`src/design/acq_timing_map.svh`:
```
// Purpose: named offsets, fields, reset values and timing counts of the sequencer
// Assumes: 40 MHz clock; register data is 32 bits wide on classic Wishbone
// Notes:   all times are in the unit that their name carries
`ifndef ACQ_TIMING_MAP_SVH
`define ACQ_TIMING_MAP_SVH

// ----------------------------------------------------------------
// clock and trigger timing
// ----------------------------------------------------------------
`define ACQ_CLK_PERIOD_NS     25
`define ACQ_US_NS             1000
`define ACQ_CYC_PER_US        (`ACQ_US_NS / `ACQ_CLK_PERIOD_NS)
`define ACQ_TRIG_MIN_HIGH_NS  10
`define ACQ_TRIG_EVT_MIN_NS   20
`define ACQ_TRIG_EVT_MAX_NS   30
`define ACQ_TRIG_EVT_MIN_CYC  ((`ACQ_TRIG_EVT_MIN_NS + `ACQ_CLK_PERIOD_NS - 1) / `ACQ_CLK_PERIOD_NS)
`define ACQ_TRIG_EVT_MAX_CYC  (`ACQ_TRIG_EVT_MAX_NS / `ACQ_CLK_PERIOD_NS)
`define ACQ_DELAY_MAX_US      335500

// ----------------------------------------------------------------
// sensor variants: busy constants and integration limits
// ----------------------------------------------------------------
`define ACQ_V0_BUSY_SPLIT_US  218
`define ACQ_V0_BUSY1_BASE_US  219
`define ACQ_V0_BUSY1_MIN_US   1
`define ACQ_V0_BUSY2_US       218
`define ACQ_V0_INTEG_MIN_US   1
`define ACQ_V0_INTEG_MAX_US   6000000
`define ACQ_V1_BUSY1_US       3706
`define ACQ_V1_BUSY2_US       3706
`define ACQ_V1_INTEG_MIN_US   3800
`define ACQ_V1_INTEG_MAX_US   10000000
`define ACQ_V2_BUSY1_NS       15
`define ACQ_V2_BUSY1_CYC      ((`ACQ_V2_BUSY1_NS + `ACQ_CLK_PERIOD_NS - 1) / `ACQ_CLK_PERIOD_NS)
`define ACQ_V2_BUSY2_US       4977
`define ACQ_V2_INTEG_MIN_US   7200
`define ACQ_V2_INTEG_MAX_US   5000000

// ----------------------------------------------------------------
// register map (byte addresses) and fields
// ----------------------------------------------------------------
`define ACQ_REG_CTRL          8'h00
`define ACQ_REG_ACQ_DELAY     8'h04
`define ACQ_REG_INTEG         8'h08
`define ACQ_REG_SS_DELAY      8'h0c
`define ACQ_REG_SS_WIDTH      8'h10
`define ACQ_REG_RP_PERIOD     8'h14
`define ACQ_REG_STATUS        8'h18
`define ACQ_CFG_COUNT         5
`define ACQ_CTRL_SWTRIG_BIT   4
`define ACQ_CTRL_XFER_BIT     8
`define ACQ_MODE_RESET        2'h0
`define ACQ_CFG_RESET         24'h000000
`define ACQ_ST_BUSY_BIT       0
`define ACQ_ST_INTEG_BIT      1
`define ACQ_ST_XFER_BIT       2
`define ACQ_ST_CSOK_BIT       3

`endif

```
`src/design/acq_timing_pkg.sv`:
```
// Purpose: shared types of the acquisition sequencer
// Assumes: nothing beyond the map header
// Notes:   trigger mode codes follow the enum order
package acq_timing_pkg;
	typedef logic [31:0] word_t;
	typedef enum logic [1:0] {TRIG_SOFT, TRIG_EDGE, TRIG_LEVEL} trig_mode_t;
	typedef enum {S_IDLE, S_LEAD, S_RUN, S_XFER} seq_state_t;
endpackage : acq_timing_pkg

```
`src/design/acq_sequencer.sv`:
```
// Purpose: acquisition cycle sequencer with single and repeating strobes
// Assumes: classic Wishbone slave; 40 MHz clock; trigger pin synchronous
// Notes:   phases are timed on a microsecond grid aligned to time zero
// Notes on behaviour
// edge mode: only a rising external trigger starts a cycle at time zero.
// the trigger source holds the input high at least 10 ns.
// internal trigger event follows the rising edge by 20 to 30 ns.
// phases run initial busy plus delay, integration, final busy, then end.
// acquisition delay is 0 to 335500 us in 1 us steps.
// variant 0: integration 1 us..6 s, busy1 rule by 218 us, busy2 218 us.
// variant 1: both busy times 3706 us, integration 3800 us..10 s.
// variant 2: busy1 15 ns, busy2 4977 us, integration 7200 us..5 s.
// single strobe rises when its delay, counted from the event, expires.
// single strobe stays high for its programmed width.
// single strobe is forced low at the end of integration.
// repeating strobe starts with integration and is idle outside it.
// only whole repeating periods are emitted inside integration.
// repeating period programmable from 0; active only if below integration.
// mode 0 software command, 1 external rising edge, 2 level; level mode starts no cycle here.
// host issues a trigger command per cycle; software mode after reset.
// repeating strobe is 50% duty and low once a period no longer fits; odd periods stay high one microsecond longer than low.
// after a cycle, the spectrum is handed over before a new trigger.
// a 1 us tick comes from the clock; trigger is sampled first.
// sensor variant is a build parameter choosing busy times and limits.
`include "acq_timing_map.svh"
module acq_sequencer
	import acq_timing_pkg::*;
#(
	parameter int VARIANT = 0,
	parameter int TW      = 24
) (
	// clock and reset
	input  wire logic                  clk,
	input  wire logic                  rst_b,
	// wishbone slave
	input  wire logic                  wb_cyc_i,
	input  wire logic                  wb_stb_i,
	input  wire logic                  wb_we_i,
	input  wire logic [7:0]            wb_adr_i,
	input  wire logic [3:0]            wb_sel_i,
	input  wire acq_timing_pkg::word_t wb_dat_i,
	output acq_timing_pkg::word_t      wb_dat_o,
	output logic                       wb_ack_o,
	// trigger pin and outputs
	input  wire logic                  ext_trig_in,
	output logic                       single_strobe,
	output logic                       repeating_strobe,
	output logic                       acq_busy
);
	import acq_timing_pkg::*;
	localparam int EW = TW + 1;
	localparam logic [1:0] LEAD_CYC = (VARIANT == 2) ? 2'(`ACQ_V2_BUSY1_CYC) : 2'h0;
	localparam logic [TW-1:0] FINAL_BUSY_US = (VARIANT == 0) ? TW'(`ACQ_V0_BUSY2_US) :
		(VARIANT == 1) ? TW'(`ACQ_V1_BUSY2_US) : TW'(`ACQ_V2_BUSY2_US);

	// ----------------------------------------------------------------
	// declarations
	// ----------------------------------------------------------------
	trig_mode_t    mode;
	seq_state_t    state;
	logic [TW-1:0] cfg [`ACQ_CFG_COUNT];
	logic [1:0]    lead_cnt;
	logic [EW-1:0] elapsed, next_el, b1, b2, b3;
	logic [EW-1:0] next_b1, next_b2, next_b3;
	logic [TW-1:0] ssd, ssw, per, cs_pos, cs_hi;
	logic [TW-1:0] next_integ, next_acq;
	logic          cs_ok, next_cs_ok, cs_live;
	logic          req, wr, sw_go, xfer_ack, edge_evt, go, restart, tick, in_integ;
	word_t         rd_word;

	// ----------------------------------------------------------------
	// functions
	// ----------------------------------------------------------------
	// byte-lane merge of a write into a narrow register
	function automatic logic [TW-1:0] merge(input logic [TW-1:0] old, input word_t d,
		input logic [3:0] sel);
		logic [TW-1:0] r;
		r = old;
		for (int i = 0; i < TW / 8; i++) begin
			if (sel[i]) begin
				r[i*8 +: 8] = d[i*8 +: 8];
			end
		end
		return r;
	endfunction : merge
	// index of a configuration register, or count when not one
	function automatic int cfg_index(input logic [7:0] adr);
		return (adr >= `ACQ_REG_ACQ_DELAY && adr <= `ACQ_REG_RP_PERIOD && adr[1:0] == 2'h0) ?
			int'(adr[7:2]) - 1 : `ACQ_CFG_COUNT;
	endfunction : cfg_index
	// integration time held to the variant's limits
	function automatic logic [TW-1:0] clamp_integ(input logic [TW-1:0] v);
		logic [TW-1:0] lo, hi;
		lo = (VARIANT == 0) ? TW'(`ACQ_V0_INTEG_MIN_US) :
			(VARIANT == 1) ? TW'(`ACQ_V1_INTEG_MIN_US) : TW'(`ACQ_V2_INTEG_MIN_US);
		hi = (VARIANT == 0) ? TW'(`ACQ_V0_INTEG_MAX_US) :
			(VARIANT == 1) ? TW'(`ACQ_V1_INTEG_MAX_US) : TW'(`ACQ_V2_INTEG_MAX_US);
		return (v < lo) ? lo : (v > hi) ? hi : v;
	endfunction : clamp_integ

	// initial busy in microseconds; variant 2 uses lead cycles instead
	function automatic logic [TW-1:0] busy1_us(input logic [TW-1:0] integ);
		if (VARIANT == 0) begin
			return (integ >= TW'(`ACQ_V0_BUSY_SPLIT_US)) ? TW'(`ACQ_V0_BUSY1_MIN_US) :
				TW'(`ACQ_V0_BUSY1_BASE_US) - integ;
		end
		return (VARIANT == 1) ? TW'(`ACQ_V1_BUSY1_US) : '0;
	endfunction : busy1_us

	// ----------------------------------------------------------------
	// submodules
	// ----------------------------------------------------------------
	trig_edge u_trig (
		.clk         (clk),
		.rst_b       (rst_b),
		.ext_trig_in (ext_trig_in),
		.enable      (mode == TRIG_EDGE),
		.trig_event  (edge_evt)
	);

	us_tick #(.DIV(`ACQ_CYC_PER_US)) u_tick (
		.clk     (clk),
		.rst_b   (rst_b),
		.restart (restart),
		.tick    (tick)
	);

	// ----------------------------------------------------------------
	// register bus
	// ----------------------------------------------------------------
	// request decode and command pulses
	assign req      = wb_cyc_i && wb_stb_i && !wb_ack_o;
	assign wr       = req && wb_we_i;
	assign sw_go    = wr && wb_adr_i == `ACQ_REG_CTRL && wb_sel_i[0] &&
		wb_dat_i[`ACQ_CTRL_SWTRIG_BIT];
	assign xfer_ack = wr && wb_adr_i == `ACQ_REG_CTRL && wb_sel_i[1] &&
		wb_dat_i[`ACQ_CTRL_XFER_BIT];

	// read multiplexer, unmapped reads as zero
	always_comb begin
		rd_word = '0;
		case (wb_adr_i)
			`ACQ_REG_CTRL: rd_word[1:0] = mode;
			`ACQ_REG_STATUS: begin
				rd_word[`ACQ_ST_BUSY_BIT]  = state != S_IDLE;
				rd_word[`ACQ_ST_INTEG_BIT] = in_integ;
				rd_word[`ACQ_ST_XFER_BIT]  = state == S_XFER;
				rd_word[`ACQ_ST_CSOK_BIT]  = cs_ok;
			end
			default: begin
				if (cfg_index(wb_adr_i) < `ACQ_CFG_COUNT) begin
					rd_word[TW-1:0] = cfg[cfg_index(wb_adr_i)];
				end
			end
		endcase
	end

	// acknowledge and read data
	always_ff @(posedge clk or negedge rst_b) begin
		if (!rst_b) begin
			wb_ack_o <= 1'b0;
			wb_dat_o <= '0;
		end else begin
			wb_ack_o <= req;
			if (req) begin
				wb_dat_o <= rd_word;
			end
		end
	end

	// trigger mode, software mode after reset
	always_ff @(posedge clk or negedge rst_b) begin
		if (!rst_b) begin
			mode <= TRIG_SOFT;
		end else if (wr && wb_adr_i == `ACQ_REG_CTRL && wb_sel_i[0]) begin
			mode <= trig_mode_t'(wb_dat_i[1:0]);
		end
	end

	// configuration store
	always_ff @(posedge clk or negedge rst_b) begin
		if (!rst_b) begin
			for (int i = 0; i < `ACQ_CFG_COUNT; i++) begin
				cfg[i] <= `ACQ_CFG_RESET;
			end
		end else if (wr && cfg_index(wb_adr_i) < `ACQ_CFG_COUNT) begin
			cfg[cfg_index(wb_adr_i)] <= merge(cfg[cfg_index(wb_adr_i)], wb_dat_i, wb_sel_i);
		end
	end

	// ----------------------------------------------------------------
	// cycle sequencing
	// ----------------------------------------------------------------
	// trigger source selection; level mode starts nothing
	assign go = state == S_IDLE &&
		((mode == TRIG_SOFT && sw_go) || (mode == TRIG_EDGE && edge_evt));
	assign restart  = state == S_LEAD && lead_cnt == 2'h0;
	assign next_el  = elapsed + 1'b1;
	assign in_integ = state == S_RUN && elapsed >= b1 && elapsed < b2;

	// phase boundaries from the programmed values
	always_comb begin
		next_integ = clamp_integ(cfg[1]);
		next_acq   = (cfg[0] > TW'(`ACQ_DELAY_MAX_US)) ? TW'(`ACQ_DELAY_MAX_US) : cfg[0];
		next_b1    = EW'(busy1_us(next_integ)) + EW'(next_acq);
		next_b2    = next_b1 + EW'(next_integ);
		next_b3    = next_b2 + EW'(FINAL_BUSY_US);
		next_cs_ok = cfg[4] != '0 && cfg[4] < next_integ;
	end

	// settings frozen for the whole cycle
	always_ff @(posedge clk or negedge rst_b) begin
		if (!rst_b) begin
			{b1, b2, b3, ssd, ssw, per, cs_hi} <= '0;
			cs_ok <= 1'b0;
		end else if (go) begin
			b1      <= next_b1;
			b2      <= next_b2;
			b3      <= next_b3;
			ssd     <= cfg[2];
			ssw     <= cfg[3];
			per     <= cfg[4];
			cs_hi   <= cfg[4] - (cfg[4] >> 1);
			cs_ok   <= next_cs_ok;
		end
	end

	// cycle state machine
	always_ff @(posedge clk or negedge rst_b) begin
		if (!rst_b) begin
			state    <= S_IDLE;
			lead_cnt <= 2'h0;
		end else begin
			case (state)
				S_IDLE: begin
					if (go) begin
						state    <= S_LEAD;
						lead_cnt <= LEAD_CYC;
					end
				end
				S_LEAD: begin
					if (lead_cnt == 2'h0) begin
						state <= S_RUN;
					end else begin
						lead_cnt <= lead_cnt - 1'b1;
					end
				end
				S_RUN: begin
					if (tick && next_el >= b3) begin
						state <= S_XFER;
					end
				end
				S_XFER: begin
					if (xfer_ack) begin
						state <= S_IDLE;
					end
				end
				default: state <= S_IDLE;
			endcase
		end
	end

	// microseconds since time zero
	always_ff @(posedge clk or negedge rst_b) begin
		if (!rst_b) begin
			elapsed <= '0;
		end else if (restart) begin
			elapsed <= '0;
		end else if (state == S_RUN && tick) begin
			elapsed <= next_el;
		end
	end

	// ----------------------------------------------------------------
	// strobes
	// ----------------------------------------------------------------
	// repeating strobe period tracking
	always_ff @(posedge clk or negedge rst_b) begin
		if (!rst_b) begin
			cs_live <= 1'b0;
			cs_pos  <= '0;
		end else if (state != S_RUN && !restart) begin
			cs_live <= 1'b0;
		end else if (restart) begin
			cs_live <= cs_ok && b1 == '0;
			cs_pos  <= '0;
		end else if (tick) begin
			if (!cs_live && cs_ok && next_el == b1) begin
				cs_live <= 1'b1;
				cs_pos  <= '0;
			end else if (cs_live && cs_pos + 1'b1 == per) begin
				cs_pos  <= '0;
				cs_live <= b2 - next_el >= EW'(per);
			end else if (cs_live) begin
				cs_pos <= cs_pos + 1'b1;
			end
		end
	end

	// registered outputs
	always_ff @(posedge clk or negedge rst_b) begin
		if (!rst_b) begin
			single_strobe    <= 1'b0;
			repeating_strobe <= 1'b0;
			acq_busy         <= 1'b0;
		end else begin
			single_strobe <= state == S_RUN && elapsed >= EW'(ssd) &&
				elapsed - EW'(ssd) < EW'(ssw) && elapsed < b2;
			repeating_strobe <= state == S_RUN && cs_live && cs_pos < cs_hi;
			acq_busy         <= state != S_IDLE;
		end
	end
endmodule : acq_sequencer

```
`src/design/us_tick.sv`:
```
// Purpose: one-cycle enable every microsecond, realignable to a new time zero
// Assumes: DIV is at least 2
// Notes:   first tick comes DIV cycles after restart
`include "acq_timing_map.svh"
module us_tick #(
	parameter int DIV = `ACQ_CYC_PER_US
) (
	// clock and reset
	input  wire logic clk,
	input  wire logic rst_b,
	// control
	input  wire logic restart,
	output logic      tick
);
	localparam int CW = $clog2(DIV);
	logic [CW-1:0] cnt;

	// ----------------------------------------------------------------
	// divider
	// ----------------------------------------------------------------
	// count within one microsecond
	always_ff @(posedge clk or negedge rst_b) begin
		if (!rst_b) begin
			cnt <= '0;
		end else if (restart || cnt == CW'(DIV - 1)) begin
			cnt <= '0;
		end else begin
			cnt <= cnt + 1'b1;
		end
	end
	assign tick = !restart && cnt == CW'(DIV - 1);
endmodule : us_tick

```
`src/design/trig_edge.sv`:
```
// Purpose: rising-edge detector on the external trigger pin
// Assumes: the pin is synchronous to clk and stays high at least one sample
// Notes:   the event pulse comes one clock after the sampled rise
`include "acq_timing_map.svh"
module trig_edge (
	// clock and reset
	input  wire logic clk,
	input  wire logic rst_b,
	// pin and gate
	input  wire logic ext_trig_in,
	input  wire logic enable,
	output logic      trig_event
);
	logic trig_q;

	// ----------------------------------------------------------------
	// sample and detect
	// ----------------------------------------------------------------
	// previous level and edge pulse
	always_ff @(posedge clk or negedge rst_b) begin
		if (!rst_b) begin
			trig_q     <= 1'b0;
			trig_event <= 1'b0;
		end else begin
			trig_q     <= ext_trig_in;
			trig_event <= enable && ext_trig_in && !trig_q;
		end
	end
endmodule : trig_edge

```
`config.mk`:
```
export PLATFORM = sky130hd
export DESIGN_NAME = acq_sequencer
export DESIGN_NICKNAME = d
export VERILOG_FILES = /design/src/design/acq_timing_pkg.sv /design/src/design/acq_sequencer.sv /design/src/design/us_tick.sv /design/src/design/trig_edge.sv
export VERILOG_INCLUDE_DIRS = /design/src /design/src/design
export SDC_FILE = /design/constraint.sdc
export NUM_CORES = 1
export LEC_CHECK = 0
export BUFFER_PORTS_ARGS = -buffer_cell sky130_fd_sc_hd__buf_2
export CAP_MARGIN = 20
export CORE_MARGIN = 2
export CORE_UTILIZATION = 64
export CTS_CLUSTER_DIAMETER = 80
export CTS_CLUSTER_SIZE = 14
export DETAILED_ROUTE_END_ITERATION = 7
export GPL_ROUTABILITY_DRIVEN = 0
export GPL_TIMING_DRIVEN = 1
export HOLD_SLACK_MARGIN = 0.12
export PLACE_DENSITY = 0.93
export SETUP_SLACK_MARGIN = 0.3
export SYNTH_ARGS = -nofsm -noshare
export SYNTH_HDL_FRONTEND = slang
export SYNTH_HIERARCHICAL = 1
export SYNTH_SLANG_ARGS = --single-unit
```
`constraint.sdc`:
```
create_clock -name clk -period 10.8 [get_ports clk]
set_input_delay 2.7 -clock clk [delete_from_list [all_inputs] [get_ports clk]]
set_output_delay 2.7 -clock clk [all_outputs]
set_load 0.02 [all_outputs]
```
== Word level (Yosys, flattened, before mapping) ==
Index checks and enable logic that the tools add are counted.

* Register bits: 414
* Input bits: 50
* Word-level logic and storage cells: 177

* $add $sub $neg: 12
* $lt $le $gt $ge: 17
* Equal/unequal tests: 17
* Mux-type cells: 42
* Bitwise operators: 2
* Reductions and logical operators: 60

{| class="wikitable"
|+ Operator list
! cell !! number
|-
| $mux W24 || 13
|-
| $mux W32 || 5
|-
| $pmux W32 S4 || 1
|-
| $bwmux W120 || 1
|-
| $eq A32 B2 Y1 const B || 3
|-
| $bmux W24 S3 || 1
|-
| $demux W24 S3 || 1
|-
| $eq A32 B3 Y1 const B || 2
|-
| $logic_not A32 Y1 || 2
|-
| $ge A25 B24 Y1 || 2
|-
| $ge A25 B25 Y1 || 2
|-
| $mux W25 || 2
|-
| $lt A24 B24 Y1 || 2
|-
| $mux W8 || 6
|-
| $logic_and A1 B1 Y1 || 34
|-
| $eq A32 B1 Y1 const B || 1
|-
| $ge A32 B4 Y1 const B || 1
|-
| $lt A32 B1 Y1 const B || 1
|-
| $lt A32 B4 Y1 const B || 1
|-
| $ne A32 B3 Y1 const B || 1
|-
| $not A32 Y32 || 1
|-
| $reduce_bool A32 Y1 || 1
|-
| $add A24 B24 Y25 || 1
|-
| $add A25 B1 Y25 const B || 1
|-
| 43 further kinds || 64
|}

== Logic depth before layout (Yosys ltp) ==
* Depth after elaboration: 11
* Gate-level depth with buffers: 35
* Mapped depth without buffers: 33

== Hierarchy ==
Netlist, hierarchy kept.

{| class="wikitable"
|+ Modules (own cells, without submodules)
! module !! times used !! cells an instance !! area an instance (um^2) !! seq. area each (um^2)
|-
| acq_sequencer || 1 || 3337 || 29223.0 || 9384.0
|-
| us_tick || 1 || 25 || 271.5 || 150.1
|-
| trig_edge || 1 || 3 || 58.8 || 50.0
|}

== Worst setup path after synthesis ==
OpenSTA, ideal clock, no wires.

* Path type: register to register
* From: register cfg[93] (netlist name)
* To: register b3[24]
* Data arrival time: 7.621 ns
* Data required time: 10.669 ns
* Setup slack: 3.048 ns
* Stages on the path, launching flop included: 33
* Path buffers: 2
* Cells stage by stage: dfrtp_1 nor4_1 inv_1 nor4_1 mux2i_1 clkbuf_1 nand2b_1 inv_1 ha_1 a21oi_1 o21ai_0 a311o_1 nand2b_1 ha_1 fa_1 a211oi_1 o21ai_0 a21o_1 a2111oi_0 o31ai_1 a31o_2 xor2_1 ha_1 clkbuf_1 a21o_1 a21oi_1 a31o_2 a41oi_1 xor2_1 nand4_1 nor3_1 a211o_1 o211ai_1

* Cells in the longest elaborated chain, start to end: 8
* Elaborated cells between the ends (all ways): 10

{| class="wikitable"
|+ RTL lines
! item !! RTL line !! text
|-
| start, declared || acq_sequencer.sv:61 || <nowiki>logic [TW-1:0] cfg [`ACQ_CFG_COUNT];</nowiki>
|-
| start signal, assigned by index || acq_sequencer.sv:184 || <nowiki>cfg[i] <= `ACQ_CFG_RESET;</nowiki>
|-
| start signal, assigned by index || acq_sequencer.sv:187 || <nowiki>cfg[cfg_index(wb_adr_i)] <= merge(cfg[cfg_index(wb_adr_i)], wb_dat_i, wb_sel_i);</nowiki>
|-
| $gt A24 B23 Y1 || acq_sequencer.sv:98 || <nowiki>return (v < lo) ? lo : (v > hi) ? hi : v;</nowiki>
|-
| $mux W24 || acq_sequencer.sv:98 ||
|-
| $mux W24 * || acq_sequencer.sv:98 ||
|-
| $sub A8 B24 Y24 / $ge A24 B8 Y1 (equally long branches) || acq_sequencer.sv:105, acq_sequencer.sv:104 ||
|-
| $mux W24 * || acq_sequencer.sv:104 || <nowiki>return (integ >= TW'(`ACQ_V0_BUSY_SPLIT_US)) ? TW'(`ACQ_V0_BUSY1_MIN_US) :</nowiki>
|-
| $add A24 B24 Y25 * || acq_sequencer.sv:205 || <nowiki>next_b1 = EW'(busy1_us(next_integ)) + EW'(next_acq);</nowiki>
|-
| via next_b1[16] || acq_sequencer.sv:64 || <nowiki>logic [EW-1:0] next_b1, next_b2, next_b3;</nowiki>
|-
| $add A25 B24 Y25 * || acq_sequencer.sv:206 || <nowiki>next_b2 = next_b1 + EW'(next_integ);</nowiki>
|-
| $add A25 B8 Y25 * || acq_sequencer.sv:207 || <nowiki>next_b3 = next_b2 + EW'(FINAL_BUSY_US);</nowiki>
|-
| end signal, assigned || acq_sequencer.sv:219 || <nowiki>b3 <= next_b3;</nowiki>
|-
| end, declared || acq_sequencer.sv:63 || <nowiki>logic [EW-1:0] elapsed, next_el, b1, b2, b3;</nowiki>
|}

Mark *: on every way through the listed nets, which the timed path passes. The rest lies on a longest branch.
A chain may end at the register's enable or synchronous reset.

== Worst setup path in the final report ==
* From: register cfg[90] (netlist name)
* To: register b3[24]

The elaborated chain is that of the path after synthesis.

==> impl_metrics.py <==
metrics = {
    "cells_and_area": {
        "area_growth_pct": 5.97,
        "fillers": 3114,
        "drive_above_1_share_pct": 9.86,
        "layout.nets": 3752,
    },
    "cts": {
        "cts_inserted_buffers": 34,
        "clk_pin_slew_worst_paths_ns": 0.07,
        "cts_tree": "done",
        "cts_resized": 0,
        "cts_root_buffer": "clkbuf_16",
        "cts_setup_buffers": 0,
        "ctsHtreeMaxLevel": 2,
        "insertion_delay_ns": 0.57,
        "cts_sinks": 383,
        "clockBufferDepth": 3,
        "cts_hold_buf": 0,
    },
    "power": {
        "ir_drop_uv": 132,
        "cellPowerDensity_mw_per_mm2": 89.4,
        "power_mw": 2.80,
        "power_leakage_nw": 15.6,
    },
    "logic_synthesis": {
        "ys_top_cells_by_count": "dfrtp_1, nand2_1, ha_1, inv_1, nor2_1",
        "ys_warn_count": 6,
        "synth_compound_area_share_pct": 17.7,
        "synthCells": 3365,
        "synthXorXnorAreaFrac_pct": 6.55,
        "synth_area_leaders": "dfrtp_1, ha_1, mux2_2",
        "synth_edf_count": 0,
        "synth_top_area_share_pct": 32.4,
        "synth-async-reset-ratio_pct": 100,
        "synthMuxAreaShare_pct": 6.93,
        "synth_seq_cells": 383,
        "yosysMostFrequentCell": "dfrtp_1",
        "syn_avg_cell_area_um2": 8.78,
        "synth_cell_types": 95,
        "synthAdderAreaFrac_pct": 13.7,
        "synth_largest_area_cell": "dfrtp_1",
        "synthSimpleGateAreaFrac_pct": 16.7,
        "synth_ff_type": "dfrtp_1",
        "yosysSeqAreaShare_pct": 32.4,
        "synth_top_family_by_area": "compound AO/OA/AOI/OAI gates",
        "netlist_area_mm2": 0.0296,
    },
    "routing": {
        "vias_per_cell": 6.77,
        "wl_per_cell_um": 23.4,
        "vias": 27016,
        "drt_iter0_drc": 3462,
        "wl_mm": 93.4,
        "ant_nets": 0,
        "drt-pass1-iter-count": 8,
        "drc": 3,
    },
    "timing": {
        "period_share_pct": 90.8,
        "max_slew_margin_pct": 23.8,
        "final_hold_viol_count": 0,
        "setup_viol": 0,
        "max_freq_mhz": 102,
        "rsz0062_at_grt": "false",
        "maxSlewViolCount": 0,
        "tns_ns": 0,
        "fin_worst_skew_ns": 0.0243,
        "fin_crit_ns": 9.81,
        "worst_pin_slew_ns": 1.13,
    },
    "setup_path": {
        "critical_path_required_ns": 11.23,
        "endpoint": "b3[24]",
        "ff2ff_path_depth": 32,
        "cp.arrival_ns": 10.24,
        "critPathSlowestCell": "a2111oi_0",
        "timing.rr.end": "b3[24]",
        "crit_fanout": 24,
        "criticalPathCategory": "register to register",
        "slowest_delay_ns": 0.77,
        "crit_cells": 32,
        "startpoint_type": "register",
        "regToRegSetupSlack_ns": 0.99,
        "path_buf_inv": 2,
        "path_common_cell": "ha_1",
        "critical-path-top-delay-family": "compound AO/OA/AOI/OAI gates",
        "startpoint": "cfg[90]",
        "endpoint_kind": "register",
        "r2r_start": "cfg[90]",
    },
    "die": {
        "dieArea_mm2": 0.0479,
        "fp.dieW_um": 219,
        "die_h_um": 219,
        "num_rows": 78,
        "coreArea_mm2": 0.0455,
        "start_util_pct": 65.0,
        "ioPinCount": 86,
    },
    "hold_path": {
        "min_path_type": "register to register",
        "min_path_cells": 2,
    },
    "run": {
        "cap_violations": 0,
    },
    "global_routing": {
        "grt_max_degree": 180,
        "grt_pass1_vias": 26554,
        "antenna_found_initial": 1,
        "grt_first_pass_wirelength_mm": 145,
        "overflow": 0,
        "grtUsageTotal_pct": 39.1,
    },
    "place": {
        "dp_hpwl_mm": 66.0,
        "portBuffers": 68,
    },
    "outcome": {
        "violations": "DRC",
        "status": "complete, but fails checks",
    },
}
-- power by group --
| part | internal (mW) | leakage [nW] | switching (mW) |
|---|---|---|---|
| Combinational | 0.0537 | 10.5 | 0.115 |
| Clock | 0.600 | 0.475 | 0.590 |
| Sequential | 1.44 | 4.66 | 0.00497 |
-- layout make-up --
| class | count | area (µm²) | area share, % |
|---|---|---|---|
| multi-input cells | 2552 | 18300 | 58.3 |
| well taps | 600 | 751 | 2.40 |
| repair buffers | 97 | 593 | 1.89 |
| diodes | 1 | 2.50 | 0.00799 |
| inverters | 313 | 1170 | 3.75 |
| clock inverters | 5 | 53.8 | 0.172 |
| clock buffers | 37 | 903 | 2.88 |
| flip-flops and latches | 383 | 9580 | 30.6 |
-- state kept, by name, indices dropped and copies added, names as in the netlist, 2 cells and up --
signal	flops
b3	24
cs_hi	24
b2	25
cfg	120
elapsed	25
u_tick/cnt	6
b1	25
per	24
wb_dat_o	24
ssw	24
ssd	24
state	2
lead_cnt	2
cs_pos	24
mode	2
-- cell usage in the layout (no fill, tap or decap), types with 9 or more instances in the layout --
master,instances
o21bai_1,21
nor3_1,49
a211oi_1,20
o31ai_1,19
and2_1,26
a21oi_1,172
and3_1,31
mux2i_1,9
xnor2_1,134
and4_1,11
inv_1,311
nor4_1,21
o211ai_1,20
mux2_2,149
o21ai_1,151
dfrtp_1,383
a21o_1,90
nand2_1,339
or4_1,11
buf_4,27
clkbuf_16,35
nor2_1,207
o21ai_0,125
or3_1,20
xor2_1,87
nor2b_1,34
buf_2,67
a31oi_1,24
conb_1,15
nand3_1,89
nand4_1,58
o221ai_1,23
o21a_1,43
nand2b_1,38
mux2_1,23
ha_1,316
-- per-layer routing --
metal / share of wire, % / up-vias / GRT usage (%)
li1: - / 11871 / -
met1: 34 / 12692 / 45.5
met2: 43 / 1814 / 59.3
met3: 13 / 637 / 12.4
met4: 10 / 2 / 31.9
met5: 0.099 / - / 0
-- worst min-delay path, stage by stage (launching register included) --
cell	delay (ns)
dfrtp_1	0.34
nand2_1	0.05
nand2_1	0.05
-- worst min-delay path by stage --
stage                            start           end  slack [ns]
after floorplan                 ssw[0]        ssw[0]        0.44
after global placement    wb_dat_o[22]  wb_dat_o[22]        0.45
after detailed placement  wb_dat_o[22]  wb_dat_o[22]        0.45
after CTS                  wb_dat_o[5]   wb_dat_o[5]        0.47
after global routing       wb_dat_o[4]   wb_dat_o[4]        0.50
final                      wb_dat_o[5]   wb_dat_o[5]        0.47
-- stage by stage --
stage	utilization, %	setup WS (ns)	instances	hold WS, ns	instance area (µm²)
global route	68.9	0.434	3987	0.497	31300
floorplan	-	3.05	3378	0.440	29600
CTS	68.9	1.28	3987	0.469	31300
finish	68.9	0.991	3988	0.469	31300
global placement	66.8	1.65	3945	0.446	30400
detailed placement	66.8	1.55	3945	0.452	30400
-- logic make-up (layout without fill, tap and decap cells) --
family,Yosys count,after routing
xor gates and xnor gates,221,221
DFF,383,383
and+or+nand+nor,992,992
adders and majority gates,321,321
AOI/OAI and AO/OA,821,821
muxes,182,182
buffers and inverters,443,452
other,2,16
(Power assumes the default switching activity.)
